<file path="src/hw/slot_pkg.sv">
// Purpose: Shared constants and types for the slot exchange block
// Assumes: One clock, core_clk at 10 MHz
// Notes: Words are 16 bits; up to four slots
package slot_pkg;
   // ****************************************
   // Sizes
   // ****************************************
   localparam int NUM_SLOTS = 4;
   localparam int WORD_W = 16;
   localparam int SLOT_IDX_W = 2;
   localparam int SEL_W = 3;
   localparam int MSG_W = 3;

   // ****************************************
   // Register offsets (byte addresses, word index times four)
   // ****************************************
   localparam logic [7:0] OFS_CTRL = 8'h00;
   localparam logic [7:0] OFS_STAT = 8'h04;
   localparam logic [7:0] OFS_TARE = 8'h08;
   localparam logic [7:0] OFS_TARGET = 8'h0c;
   localparam logic [7:0] OFS_SLOT_BASE = 8'h10;
   localparam int SLOT_STRIDE_SH = 4;
   localparam logic [3:0] SLOT_DOWN = 4'h0;
   localparam logic [3:0] SLOT_CMD = 4'h4;
   localparam logic [3:0] SLOT_WGT = 4'h8;
   localparam logic [3:0] SLOT_STS = 4'hc;

   // ****************************************
   // Control register fields
   // ****************************************
   localparam int CTRL_COUNT_LSB = 0;
   localparam int CTRL_DIV_BIT = 2;
   localparam int CTRL_STAT_UPD_BIT = 0;
   localparam int CTRL_STAT_NET_BIT = 1;
   localparam int CTRL_STAT_TGT_BIT = 2;
   localparam logic [1:0] CTRL_COUNT_RST = 2'h3;

   // ****************************************
   // Command word fields
   // ****************************************
   localparam int CMD_SEL_LSB = 0;
   localparam int CMD_LOAD_TARE = 3;
   localparam int CMD_CLR_TARE = 4;
   localparam int CMD_TARE = 5;
   localparam int CMD_PRINT = 6;
   localparam int CMD_ZERO = 7;
   localparam int CMD_TARGET_RUN = 8;
   localparam int CMD_MSG_LSB = 9;
   localparam int CMD_OUT_LSB = 12;
   localparam int CMD_LOAD_TARGET = 15;

   // ****************************************
   // Status word fields
   // ****************************************
   localparam int ST_TGT_LSB = 0;
   localparam int ST_CMP_LSB = 3;
   localparam int ST_ENTER = 8;
   localparam int ST_IN_LSB = 9;
   localparam int ST_MOTION = 12;
   localparam int ST_NET = 13;
   localparam int ST_UPDATING = 14;
   localparam int ST_DATA_OK = 15;

   // ****************************************
   // Select codes and message codes
   // ****************************************
   typedef enum logic [2:0] {
      SEL_GROSS = 3'h0,
      SEL_NET = 3'h1,
      SEL_DISPLAYED = 3'h2,
      SEL_TARE = 3'h3,
      SEL_TARGET = 3'h4,
      SEL_RATE = 3'h5
   } select_code_t;
   localparam logic [2:0] MSG_PROMPT = 3'h6;
   localparam logic [2:0] MSG_NUMERIC = 3'h7;

   // Retry time the controller waits for a tare
   localparam int TARE_RETRY_MS = 3;
   localparam int CLK_HZ = 10000000;
   localparam int TARE_RETRY_CYC = TARE_RETRY_MS * (CLK_HZ / 1000) * 1000;

   // ****************************************
   // Carriers
   // ****************************************
   typedef struct packed {
      logic [WORD_W-1:0] gross;
      logic [WORD_W-1:0] net;
      logic [WORD_W-1:0] displayed;
      logic [WORD_W-1:0] rate;
   } weights_t;

   typedef struct packed {
      logic [2:0] targetState;
      logic [4:0] comparators;
      logic [2:0] hwInputs;
      logic motion;
      logic normal;
      logic enterKey;
   } scale_state_t;

   typedef struct packed {
      logic loadTare;
      logic clearTare;
      logic tareNow;
      logic print;
      logic zero;
      logic targetStart;
      logic targetAbort;
      logic loadTarget;
      logic messageStart;
   } cmd_pulses_t;
endpackage : slot_pkg

</file>
<file path="src/hw/scale_integer_slot_interface.sv">
// Purpose: Integer slot exchange between scale logic and a controller
// Assumes: Controller side reaches slot words over the register port
// Notes: Commands act at each interface update strobe
`timescale 1ns/1ns
`default_nettype none
module scale_integer_slot_interface (
   input wire logic core_clk, // Clock, 10 MHz
   input wire logic nrst, // Async reset, active low
   input wire logic [7:0] addr, // Register byte address
   input wire logic [15:0] wrData, // Write data
   input wire logic wrStb, // Write strobe
   input wire logic rdStb, // Read strobe
   output logic [15:0] rdData, // Read data, cycle after strobe
   input wire logic updateTick, // Interface update cycle pulse
   input wire slot_pkg::weights_t weights, // Live weights
   input wire slot_pkg::scale_state_t scaleState, // Scale conditions
   input wire logic [2:0] outputsOwned, // Outputs held by own logic
   input wire logic [2:0] ownOutputs, // Own logic output levels
   output logic [2:0] hwOutputs, // Hardware output levels
   output slot_pkg::cmd_pulses_t cmdPulses, // One-cycle command events
   output logic [15:0] tareValue, // Tare register
   output logic [15:0] targetValue, // Target register
   output logic netMode, // Net mode
   output logic [2:0] messageCode, // message_mode_code value
   output logic promptStartTrigger, // Prompt sequence request
   output logic divisionFormat // Values are divisions
);
   import slot_pkg::*;

   // ****************************************
   // Update sequencer
   // ****************************************
   typedef enum logic [2:0] {
      ST_IDLE = 3'b001,
      ST_LATCH = 3'b010,
      ST_PUBLISH = 3'b100
   } seq_state_t;

   seq_state_t seqState;
   seq_state_t next_seqState;
   logic [15:0] downHold [NUM_SLOTS];
   logic [15:0] cmdHold [NUM_SLOTS];
   logic [15:0] cmdLive [NUM_SLOTS];
   logic [15:0] cmdPrev;
   logic [15:0] weightOut [NUM_SLOTS];
   logic [15:0] statusOut [NUM_SLOTS];
   logic [15:0] weightNew [NUM_SLOTS];
   logic [15:0] statusNew [NUM_SLOTS];
   logic [1:0] slotCountCfg;
   logic enterLatched;
   logic updating;
   logic ctrlHit;
   logic [15:0] cmd0;
   logic [15:0] rise;
   logic [15:0] fall;
   logic msgLeaveZero;
   logic msgChanged;
   logic [SLOT_IDX_W-1:0] wrSlot;
   logic [3:0] wrField;
   logic slotSpace;

   // Slot address decode, used by reads and writes
   function automatic logic inSlotSpace(input logic [7:0] a);
      // Upper bound stops addresses past the last slot aliasing slot one
      inSlotSpace = (a >= OFS_SLOT_BASE) && (a[1:0] == 2'h0)
                  && (a < OFS_SLOT_BASE + 8'(NUM_SLOTS << SLOT_STRIDE_SH));
   endfunction : inSlotSpace

   function automatic logic [SLOT_IDX_W-1:0] slotOf(input logic [7:0] a);
      logic [7:0] off;
      off = a - OFS_SLOT_BASE;
      slotOf = off[SLOT_STRIDE_SH +: SLOT_IDX_W];
   endfunction : slotOf

   assign slotSpace = inSlotSpace(addr);
   assign wrSlot = slotOf(addr);
   assign wrField = addr[3:0];

   // Sequencer: latch commands, then publish words; bit 14 high through both
   always_comb begin
      case (seqState)
         ST_IDLE: next_seqState = updateTick ? ST_LATCH : ST_IDLE;
         ST_LATCH: next_seqState = ST_PUBLISH;
         ST_PUBLISH: next_seqState = ST_IDLE;
         default: next_seqState = ST_IDLE;
      endcase
   end

   always_ff @(posedge core_clk or negedge nrst) begin
      if (!nrst) begin
         seqState <= ST_IDLE;
      end else begin
         seqState <= next_seqState;
      end
   end

   assign updating = (seqState != ST_IDLE);

   // ****************************************
   // Controller words
   // ****************************************
   // Command writes land in live copies that only the sequencer moves inward; down words are used as written
   always_ff @(posedge core_clk or negedge nrst) begin
      if (!nrst) begin
         for (int s = 0; s < NUM_SLOTS; s++) begin
            downHold[s] <= 16'h0000;
            cmdLive[s] <= 16'h0000;
         end
      end else if (wrStb && slotSpace) begin
         if (wrField == SLOT_DOWN) begin
            downHold[wrSlot] <= wrData;
         end else if (wrField == SLOT_CMD) begin
            cmdLive[wrSlot] <= wrData;
         end
      end
   end

   // Command snapshot per update, so edges align to update cycles
   always_ff @(posedge core_clk or negedge nrst) begin
      if (!nrst) begin
         for (int s = 0; s < NUM_SLOTS; s++) begin
            cmdHold[s] <= 16'h0000;
         end
         cmdPrev <= 16'h0000;
      end else if (seqState == ST_LATCH) begin
         cmdPrev <= cmdHold[0];
         for (int s = 0; s < NUM_SLOTS; s++) begin
            cmdHold[s] <= cmdLive[s];
         end
      end
   end

   // Configuration: slot count and division format
   assign ctrlHit = wrStb && (addr == OFS_CTRL);
   always_ff @(posedge core_clk or negedge nrst) begin
      if (!nrst) begin
         slotCountCfg <= CTRL_COUNT_RST;
         divisionFormat <= 1'b0;
      end else if (ctrlHit) begin
         slotCountCfg <= wrData[CTRL_COUNT_LSB +: 2];
         divisionFormat <= wrData[CTRL_DIV_BIT];
      end
   end

   // ****************************************
   // Edge detection, slot one only
   // ****************************************
   assign cmd0 = cmdHold[0];
   assign rise = cmd0 & ~cmdPrev;
   assign fall = ~cmd0 & cmdPrev;
   assign msgLeaveZero = (cmdPrev[CMD_MSG_LSB +: MSG_W] == 3'h0)
                       && (cmd0[CMD_MSG_LSB +: MSG_W] != 3'h0);
   assign msgChanged = cmd0[CMD_MSG_LSB +: MSG_W] != cmdPrev[CMD_MSG_LSB +: MSG_W];

   // Command pulses, one cycle, set at the end of the publish step
   always_ff @(posedge core_clk or negedge nrst) begin
      if (!nrst) begin
         cmdPulses <= '0;
      end else if (seqState == ST_PUBLISH) begin
         cmdPulses.loadTare <= rise[CMD_LOAD_TARE];
         cmdPulses.clearTare <= rise[CMD_CLR_TARE];
         cmdPulses.tareNow <= rise[CMD_TARE] && !scaleState.motion;
         cmdPulses.print <= rise[CMD_PRINT];
         cmdPulses.zero <= rise[CMD_ZERO];
         cmdPulses.targetStart <= rise[CMD_TARGET_RUN];
         cmdPulses.targetAbort <= fall[CMD_TARGET_RUN];
         cmdPulses.loadTarget <= rise[CMD_LOAD_TARGET];
         cmdPulses.messageStart <= msgLeaveZero;
      end else begin
         cmdPulses <= '0;
      end
   end

   // Tare register and net mode; load beats clear if both rise
   always_ff @(posedge core_clk or negedge nrst) begin
      if (!nrst) begin
         tareValue <= 16'h0000;
         netMode <= 1'b0;
      end else if (seqState == ST_PUBLISH) begin
         if (rise[CMD_LOAD_TARE]) begin
            tareValue <= downHold[0];
            netMode <= 1'b1;
         end else if (rise[CMD_TARE] && !scaleState.motion) begin
            tareValue <= weights.gross;
            netMode <= 1'b1;
         end else if (rise[CMD_CLR_TARE]) begin
            tareValue <= 16'h0000;
            netMode <= 1'b0;
         end
      end
   end

   // Target register, used at the next start
   always_ff @(posedge core_clk or negedge nrst) begin
      if (!nrst) begin
         targetValue <= 16'h0000;
      end else if (seqState == ST_PUBLISH && rise[CMD_LOAD_TARGET]) begin
         targetValue <= downHold[0];
      end
   end

   // Message code and prompt trigger; a new code only out of zero
   always_ff @(posedge core_clk or negedge nrst) begin
      if (!nrst) begin
         messageCode <= 3'h0;
         promptStartTrigger <= 1'b0;
      end else if (seqState == ST_PUBLISH && msgLeaveZero) begin
         messageCode <= cmd0[CMD_MSG_LSB +: MSG_W];
         promptStartTrigger <= (cmd0[CMD_MSG_LSB +: MSG_W] == MSG_PROMPT);
      end
   end

   // Enter key flag; a key press wins over a same-cycle clear
   always_ff @(posedge core_clk or negedge nrst) begin
      if (!nrst) begin
         enterLatched <= 1'b0;
      end else if (scaleState.enterKey) begin
         enterLatched <= 1'b1;
      end else if (seqState == ST_PUBLISH && msgChanged) begin
         enterLatched <= 1'b0;
      end
   end

   // Hardware outputs; owned outputs keep the indicator's own level
   always_ff @(posedge core_clk or negedge nrst) begin
      if (!nrst) begin
         hwOutputs <= 3'h0;
      end else begin
         hwOutputs <= (outputsOwned & ownOutputs)
                    | (~outputsOwned & cmd0[CMD_OUT_LSB +: 3]);
      end
   end

   // ****************************************
   // Outgoing words
   // ****************************************
   genvar g;
   generate
      for (g = 0; g < NUM_SLOTS; g++) begin : gSlot
         slot_word_builder uBuild (
            .select(cmdHold[g][CMD_SEL_LSB +: SEL_W]),
            .weights(weights),
            .tareValue(tareValue),
            .targetValue(targetValue),
            .state(scaleState),
            .enterLatched(enterLatched),
            .netMode(netMode),
            .updating(1'b0),
            .weightWord(weightNew[g]),
            .statusWord(statusNew[g])
         );
      end
   endgenerate

   // Publish only slots within the configured count; others read zero, except status bit 14 during an update
   always_ff @(posedge core_clk or negedge nrst) begin
      if (!nrst) begin
         for (int s = 0; s < NUM_SLOTS; s++) begin
            weightOut[s] <= 16'h0000;
            statusOut[s] <= 16'h0000;
         end
      end else if (seqState == ST_PUBLISH) begin
         for (int s = 0; s < NUM_SLOTS; s++) begin
            if (s <= int'(slotCountCfg)) begin
               weightOut[s] <= weightNew[s];
               statusOut[s] <= statusNew[s];
            end else begin
               weightOut[s] <= 16'h0000;
               statusOut[s] <= 16'h0000;
            end
         end
      end
   end

   // ****************************************
   // Read port
   // ****************************************
   // Unmapped addresses and write-only words read zero
   always_ff @(posedge core_clk or negedge nrst) begin
      if (!nrst) begin
         rdData <= 16'h0000;
      end else if (rdStb) begin
         rdData <= 16'h0000;
         if (addr == OFS_CTRL) begin
            rdData <= {13'h0000, divisionFormat, slotCountCfg};
         end else if (addr == OFS_STAT) begin
            rdData <= {13'h0000, cmd0[CMD_TARGET_RUN], netMode, updating};
         end else if (addr == OFS_TARE) begin
            rdData <= tareValue;
         end else if (addr == OFS_TARGET) begin
            rdData <= targetValue;
         end else if (slotSpace && wrField == SLOT_WGT) begin
            rdData <= weightOut[wrSlot];
         end else if (slotSpace && wrField == SLOT_STS) begin
            rdData <= statusOut[wrSlot] | (updating ? 16'h4000 : 16'h0000);
         end
      end else begin
         rdData <= 16'h0000;
      end
   end
endmodule : scale_integer_slot_interface
`default_nettype wire

</file>
<file path="src/hw/slot_word_builder.sv">
// Purpose: Builds one slot's weight and status words
// Assumes: Inputs steady within a cycle
// Notes: Pure combinational
`timescale 1ns/1ns
`default_nettype none
module slot_word_builder (
   input wire logic [2:0] select, // Slot select field
   input wire slot_pkg::weights_t weights, // Live weights
   input wire logic [15:0] tareValue, // Tare register
   input wire logic [15:0] targetValue, // Target register
   input wire slot_pkg::scale_state_t state, // Scale conditions
   input wire logic enterLatched, // Sticky enter flag
   input wire logic netMode, // Net mode
   input wire logic updating, // Refresh in progress
   output logic [15:0] weightWord, // Reported value
   output logic [15:0] statusWord // Status bits
);
   import slot_pkg::*;

   // Value choice; unknown codes fall back to gross
   always_comb begin
      case (select)
         SEL_NET: weightWord = weights.net;
         SEL_DISPLAYED: weightWord = weights.displayed;
         SEL_TARE: weightWord = tareValue;
         SEL_TARGET: weightWord = targetValue;
         SEL_RATE: weightWord = weights.rate;
         default: weightWord = weights.gross;
      endcase
      if (!state.normal) begin
         weightWord = 16'h0000;
      end
   end

   // Status packing
   always_comb begin
      statusWord = 16'h0000;
      statusWord[ST_TGT_LSB +: 3] = state.targetState;
      for (int i = 0; i < 5; i++) begin
         statusWord[ST_CMP_LSB + i] = state.comparators[4 - i];
      end
      statusWord[ST_ENTER] = enterLatched;
      statusWord[ST_IN_LSB +: 3] = state.hwInputs;
      statusWord[ST_MOTION] = state.motion;
      statusWord[ST_NET] = netMode;
      statusWord[ST_UPDATING] = updating;
      statusWord[ST_DATA_OK] = state.normal;
   end
endmodule : slot_word_builder
`default_nettype wire

</file>
<file path="config.mk">
export PLATFORM = sky130hd
export DESIGN_NAME = scale_integer_slot_interface
export DESIGN_NICKNAME = d
export VERILOG_FILES = /design/src/hw/slot_pkg.sv /design/src/hw/scale_integer_slot_interface.sv /design/src/hw/slot_word_builder.sv
export SDC_FILE = /design/constraint.sdc
export NUM_CORES = 1
export LEC_CHECK = 0
export ABC_AREA = 1
export BUFFER_PORTS_ARGS = -buffer_cell sky130_fd_sc_hd__buf_2
export CAP_MARGIN = 20
export CORE_MARGIN = 4
export CORE_UTILIZATION = 40
export CTS_CLUSTER_DIAMETER = 150
export DETAILED_ROUTE_END_ITERATION = 7
export PLACE_DENSITY_LB_ADDON = 0.25
export SLEW_MARGIN = 10
export SYNTH_ARGS = -nofsm -noshare
export SYNTH_HDL_FRONTEND = slang
export SYNTH_SLANG_ARGS = --single-unit
</file>
<file path="constraint.sdc">
create_clock -name core_clk -period 1.7 [get_ports core_clk]
set_clock_uncertainty 0.1 [all_clocks]
set_input_delay 0.255 -clock core_clk [delete_from_list [all_inputs] [get_ports core_clk]]
set_output_delay 0.255 -clock core_clk [all_outputs]
set_load 0.05 [all_outputs]
</file>
# Yosys cells after proc, flatten, opt, wreduce, memory -nomap -nowiden
# Cells that the tools add are included.
[word_totals] register_bits=368 inputBits=113
[op_classes] n_addsub=1 order_cmp=7 n_eq_ne=32 muxes=43 n_bitwise=11 n_reduce_logical=23
[op_table] operator="$mux 16" n=25
[op_table] operator="$pmux 16 s5" n=4
[op_table] operator="$bwmux 64" n=2
[op_table] operator="$bmux 16 s2" n=2
[op_table] operator="$demux 16 s2" n=1
[op_table] operator="$eq 3x3->1 const B" n=10
[op_table] operator="$eq 3x2->1 const B" n=9
[op_table] operator="$and 16x16->16" n=1
[op_table] operator="$eq 8x4->1 const B" n=2
[op_table] operator="$not 16->16" n=1
[op_table] operator="$or 16x15->16" n=1
[op_table] operator="$eq 3x1->1 const B" n=5
[op_table] operator="$mux 15" n=1
[op_table] operator="$logic_and 1x1->1" n=12
[op_table] operator="$and 9x9->9" n=1
[op_table] operator="$mux 9" n=1
[op_table] operator="$not 9->9" n=1
[op_table] operator="$eq 4x4->1 const B" n=2
[op_table] operator="$eq 8x3->1 const B" n=1
[op_table] operator="$ge 8x5->1 const B" n=1
[op_table] operator="$logic_not 8->1" n=1
[op_table] operator="$lt 8x7->1 const B" n=1
[op_table] operator="$and 3x3->3" n=2
[op_table] operator="$pmux 3 s2" n=1
[op_table] operator="22 further kinds" n=29

# Depth between registers and ports, before layout
[logic_depth] word_depth=13 mapped_depth=15 mapped_depth_nobuf=12

# Modules after synthesis
# A second synthesis with hierarchy kept.
[hier_totals] cells_unflattened=2423 hier_area_um2=17444.2
[modules_own_cells] mod="scale_integer_slot_interface" instances=1 cells_each=1447 area_each_um2=12169.2 seq_area_each_um2=6910.4
[modules_own_cells] mod="slot_word_builder" instances=4 cells_each=244 area_each_um2=1318.8 seq_area_each_um2=0.0

# Least setup slack after synthesis
# Ideal clock, no wire load.
[synth_path] kind="input port to flip-flop" from="input port addr[4]" to="register rdData[3]" setup_ps=124 arrival_time_ps=1961 path_slack_ps=-485 stages=12 path_buffers=3 path_cell_list="inv_1 -> buf_2 -> buf_2 -> ha_1 -> inv_1 -> clkbuf_1 -> a21oi_1 -> o21ai_0 -> a21oi_1 -> or2_2 -> nand2_1 -> a21oi_1"
[synth_via] elab_chain_len=13
[synth_lines] element="start: declaration" line="scale_integer_slot_interface.sv:9" rtl="input wire logic [7:0] addr,"
[synth_lines] element="$sub 6x5->6" line="scale_integer_slot_interface.sv:71" rtl="off = a - OFS_SLOT_BASE;"
[synth_lines] element="$not 2->3 (not written as such)" line="scale_integer_slot_interface.sv:293, scale_integer_slot_interface.sv:295"
[synth_lines] element="$bmux 16 s2" line="scale_integer_slot_interface.sv:295" rtl="rdData <= statusOut[wrSlot] | (updating ? 16'h4000 : 16'h0000);"
[synth_lines] element="$mux 16 (not written as such) (2 in series)" line="scale_integer_slot_interface.sv:295"
[synth_lines] element="$or 16x15->16" line="scale_integer_slot_interface.sv:295"
[synth_lines] element="$mux 16" line="scale_integer_slot_interface.sv:294" rtl="end else if (slotSpace && wrField == SLOT_STS) begin"
[synth_lines] element="$mux 16" line="scale_integer_slot_interface.sv:292" rtl="end else if (slotSpace && wrField == SLOT_WGT) begin"
[synth_lines] element="$mux 16" line="scale_integer_slot_interface.sv:290" rtl="end else if (addr == OFS_TARGET) begin"
[synth_lines] element="$mux 16" line="scale_integer_slot_interface.sv:288" rtl="end else if (addr == OFS_TARE) begin"
[synth_lines] element="$mux 16" line="scale_integer_slot_interface.sv:286" rtl="end else if (addr == OFS_STAT) begin"
[synth_lines] element="$mux 16 *" line="scale_integer_slot_interface.sv:284" rtl="if (addr == OFS_CTRL) begin"
[synth_lines] element="$mux 16 *" line="scale_integer_slot_interface.sv:282" rtl="end else if (rdStb) begin"
[synth_lines] element="end signal: assignment" line="scale_integer_slot_interface.sv:285" rtl="rdData <= {13'h0000, divisionFormat, slotCountCfg};"
[synth_lines] element="end signal: assignment" line="scale_integer_slot_interface.sv:287" rtl="rdData <= {13'h0000, cmd0[CMD_TARGET_RUN], netMode, updating};"
[synth_lines] element="end signal: assignment" line="scale_integer_slot_interface.sv:289" rtl="rdData <= tareValue;"
[synth_lines] element="end: declaration" line="scale_integer_slot_interface.sv:13" rtl="output logic [15:0] rdData,"
# Every way passes the cells marked *; elsewhere a longest branch is shown, timed or not. The select of a mux whose other input is x is not followed.
# A chain may end at the register's enable or synchronous reset.

# Worst setup path in the final report
[layout_path] from="register seqState[1]" to="register weightOut[42] (netlist name)"
[layout_via] elab_chain_len=1
[layout_lines] element="start: declaration" line="scale_integer_slot_interface.sv:39" rtl="seq_state_t seqState;"
[layout_lines] element="start signal: assignment" line="scale_integer_slot_interface.sv:93" rtl="seqState <= next_seqState;"
[layout_lines] element="$eq 3x3->1" line="scale_integer_slot_interface.sv:262" rtl="end else if (seqState == ST_PUBLISH) begin"
[layout_lines] element="end signal: indexed assignment" line="scale_integer_slot_interface.sv:265" rtl="weightOut[s] <= weightNew[s];"
[layout_lines] element="end: declaration" line="scale_integer_slot_interface.sv:45" rtl="logic [15:0] weightOut [NUM_SLOTS];"
# Every way passes these cells.

==> flow_summary.ini <==
[global_route]
grt_start_max_net_pins = 62
track_usage_pct = 34.0
grt_pass1_wl_mm = 100
overflow = 0
antenna_found_initial = 2
first_global_vias = 15800

[clocking]
clockBufferDepth = 3
cts_sinks = 272
cts-root-buf = clkbuf_16
tritoncts = done
insertion_delay_ns = 0.57
numCtsBuffers = 31
clkTransAtPathRegs_ns = 0.06
htreeDepth = 1

[yosys]
yosysMostFrequentCell = nand2_1
ys_ff_latch = 272
synth.distinct_cells = 44
netlist_area_mm2 = 0.0143
synth_top_area_cell = dfrtp_1
synth_area_leaders = dfrtp_1 (47%), o21ai_0 (10%), nand2_1 (9.4%)
ys_warn_count = 0
synthDominantCellAreaShare_pct = 47.1
syn_inst = 1818
synthFlopType = dfrtp_1
synthArstFlopShare_pct = 100
synth_common_cells = nand2_1 (358), o21ai_0 (288), dfrtp_1 (269)
seq_area_frac_synth_pct = 47.7
synthesis.nets = 1937
syn_area_per_cell_um2 = 7.86
synth-edff-count = 0

[final_layout]
layout-drive-gt1-share_pct = 33.7
final-seq-area_mm2 = 0.00683
syn2layout_area_growth_pct = 50.3
multi_input_area_mm2 = 0.00708
n_fill_cell = 3049
design_area_mm2 = 0.0215
nNetsFinal = 2392

[pwr]
p_leak_nw = 10.2
peakVddDrop_mv = 1.06
p_per_area_mw_per_mm2 = 1800

[sta]
fmax_ghz = 0.551
max_slew_margin_pct = 63.9
setup_viol = 87
final.setup.tns_ns = -3.85
min_period_over_period_pct = 107
rsz0062_at_grt = true
setup_slack_ns = -0.116
worst_pin_slew_ns = 0.535
report.final.hold_viol_count = 0
post-route-min-period_ns = 1.82
slew_violations = 0

[hold_path]
holdCritPathClass = input port to flip-flop
holdPathStages = 5
hold_end = weightOut[50]
hp-start = weights[18]

[drt]
ant_nets = 0
drcViolationCount = 0
drt_wl_total_mm = 69.8
vias = 16200
viasPerCell = 5.90
drt-pass1-iter-count = 6
wl_per_cell_um = 25.4
drt_iter0_drc = 1834

[placement]
placed_area_mm2 = 0.0177
gp_congestion = 1.06
port_buffers = 178
pre_cts_ws_ns = -0.569
place_hpwl_mm = 48.8

[worst_setup_path]
path_cells = nor3_4 -> buf_4 -> nand2_8 -> nor2_4 -> inv_4 -> a21oi_1 -> o21ai_2 -> buf_4 -> o21ai_0
critical_path.slowest_cell = dfrtp_1
end_kind = flip-flop
crit_path_frequent_cell = buf_4
crit_required_ns = 2.07
critPathKind = flip-flop to flip-flop
r2r-start = seqState[1]
cp_max_fo = 10
crit_family = simple AND/OR/NAND/NOR gates
slowest_delay_ns = 0.41
critPathLaunchType = flip-flop
timing.rr.end = weightOut[42]
cp.buffers_inverters = 3
reg2reg_slack_ns = -0.12
r2r_cells = 9
critical_path_arrival_ns = 2.18

[die]
die_w_um = 197
die_y_um = 197
rows = 68
dieArea_mm2 = 0.0388
core_mm2 = 0.0349
ioPinCount = 179
initial_core_util_pct = 41.0

[outcome]
status = complete, but fails checks
violations = setup timing

[run]
max_cap_viol_count = 0
-- state kept, by name (all words and copies together), names as in the netlist --
register and count:
targetValue 16, cmd0 16, statusOut 60, cmdLive 25, rdData 16, enterLatched 1, messageCode 3, weightOut 64
slotCountCfg 2, hwOutputs 3, promptStartTrigger 1, netMode 1, cmdPrev 10, tareValue 16, cmdPulses 9, cmdHold 9
divisionFormat 1, downHold 16, seqState 3
-- layout make-up --
class	instances	share of cell area, %
clock inverter	19	1.35
sequential	272	31.8
clock buffer	35	3.77
timing repair buffer	524	22.4
tap	455	2.65
inverter	272	4.96
antenna	2	0.0233
multi-input combinational	1172	33.0
-- timing repair --
action                                  4_1_cts  5_1_grt
setup buffers                                31       24
gates resized for setup                     210      240
endpoints found under the hold margin       374        0
gates cloned                                  8        6
hold buffers                                 53        0
endpoints found under the setup margin      139      176
pin swaps                                    44       59
-- metal layers --
layer	track usage [%]	wire length, µm	vias up
li1	-	-	7087
met1	46.4	27500	7840
met2	52.7	31100	1025
met3	7.97	7180	285
met4	13.9	3970	0
met5	0	0	-
-- how the worst max path moves through the flow --
stage	start	endpoint	slack [ns]	depth (start not counted)
2_1_floorplan	addr[4]	downHold[62]	-0.27	12
3_3_place_gp	addr[4]	rdData[8]	-0.54	11
3_5_place_dp	addr[4]	rdData[6]	-0.57	12
4_1_cts	seqState[1]	tareValue[0]	-0.12	9
5_1_grt	seqState[1]	tareValue[1]	-0.23	9
6_report	seqState[1]	weightOut[42]	-0.12	9
-- worst register-to-register path: stages, from the launching register on --
cell     delay (ns)
dfrtp_1        0.41
nor3_4         0.20
buf_4          0.17
nand2_8        0.08
nor2_4         0.17
inv_4          0.11
a21oi_1        0.17
o21ai_2        0.10
buf_4          0.14
o21ai_0        0.09
-- stage by stage --
| step | util, % | total power [mW] | std cells | hold slack (ns) |
|---|---|---|---|---|
| global placement | 50.8 | 26.3 | 2579 | 0.0742 |
| finish | 61.6 | 38.7 | 2751 | 0.00859 |
| global route | 61.6 | 40.0 | 2750 | 0.0189 |
| detailed placement | 50.8 | 26.5 | 2579 | 0.0767 |
| floorplan | - | 18.1 | 1818 | -0.141 |
| CTS | 58.4 | 36.1 | 2723 | 0.00326 |
-- report_power, final --
group          switching, mW  total [mW]  internal (mW)
logic                   12.3        20.6           8.30
registers               1.92        10.8           8.86
clock network           2.87        7.35           4.48
total                   17.1        38.7           21.6
-- cells by family (layout without fill, tap and decap cells) --
logic type,after synthesis,after routing,synth area share (%)
AOI/OAI and AO/OA,650,650,26.0
and+or+nand+nor,512,512,15.1
buffers and inverters,374,850,10.4
DFF,272,272,47.7
adders and majority gates,6,6,0.525
muxes,3,3,0.236
xor gates and xnor gates,1,1,0.0613
other,0,2,0
-- placed cells by master (no fill, tap or decap), drive strengths merged, types with 7 or more instances in the layout --
| master | netlist | final |
|---|---|---|
| o221ai | 70 | 70 |
| inv | 270 | 271 |
| clkbuf | 65 | 47 |
| clkinv | 2 | 9 |
| nor3 | 19 | 19 |
| buf | 37 | 459 |
| nor2 | 58 | 58 |
| a21oi | 174 | 174 |
| o21ai | 297 | 297 |
| dfrtp | 269 | 269 |
| o22ai | 67 | 67 |
| o2111ai | 7 | 7 |
| or2 | 10 | 10 |
| nand4 | 9 | 9 |
| bufinv | 0 | 7 |
| nand2 | 361 | 361 |
| dlygate4sd3 | 0 | 53 |
| o31ai | 15 | 15 |
| nand3 | 50 | 50 |
(Power assumes the default switching activity.)
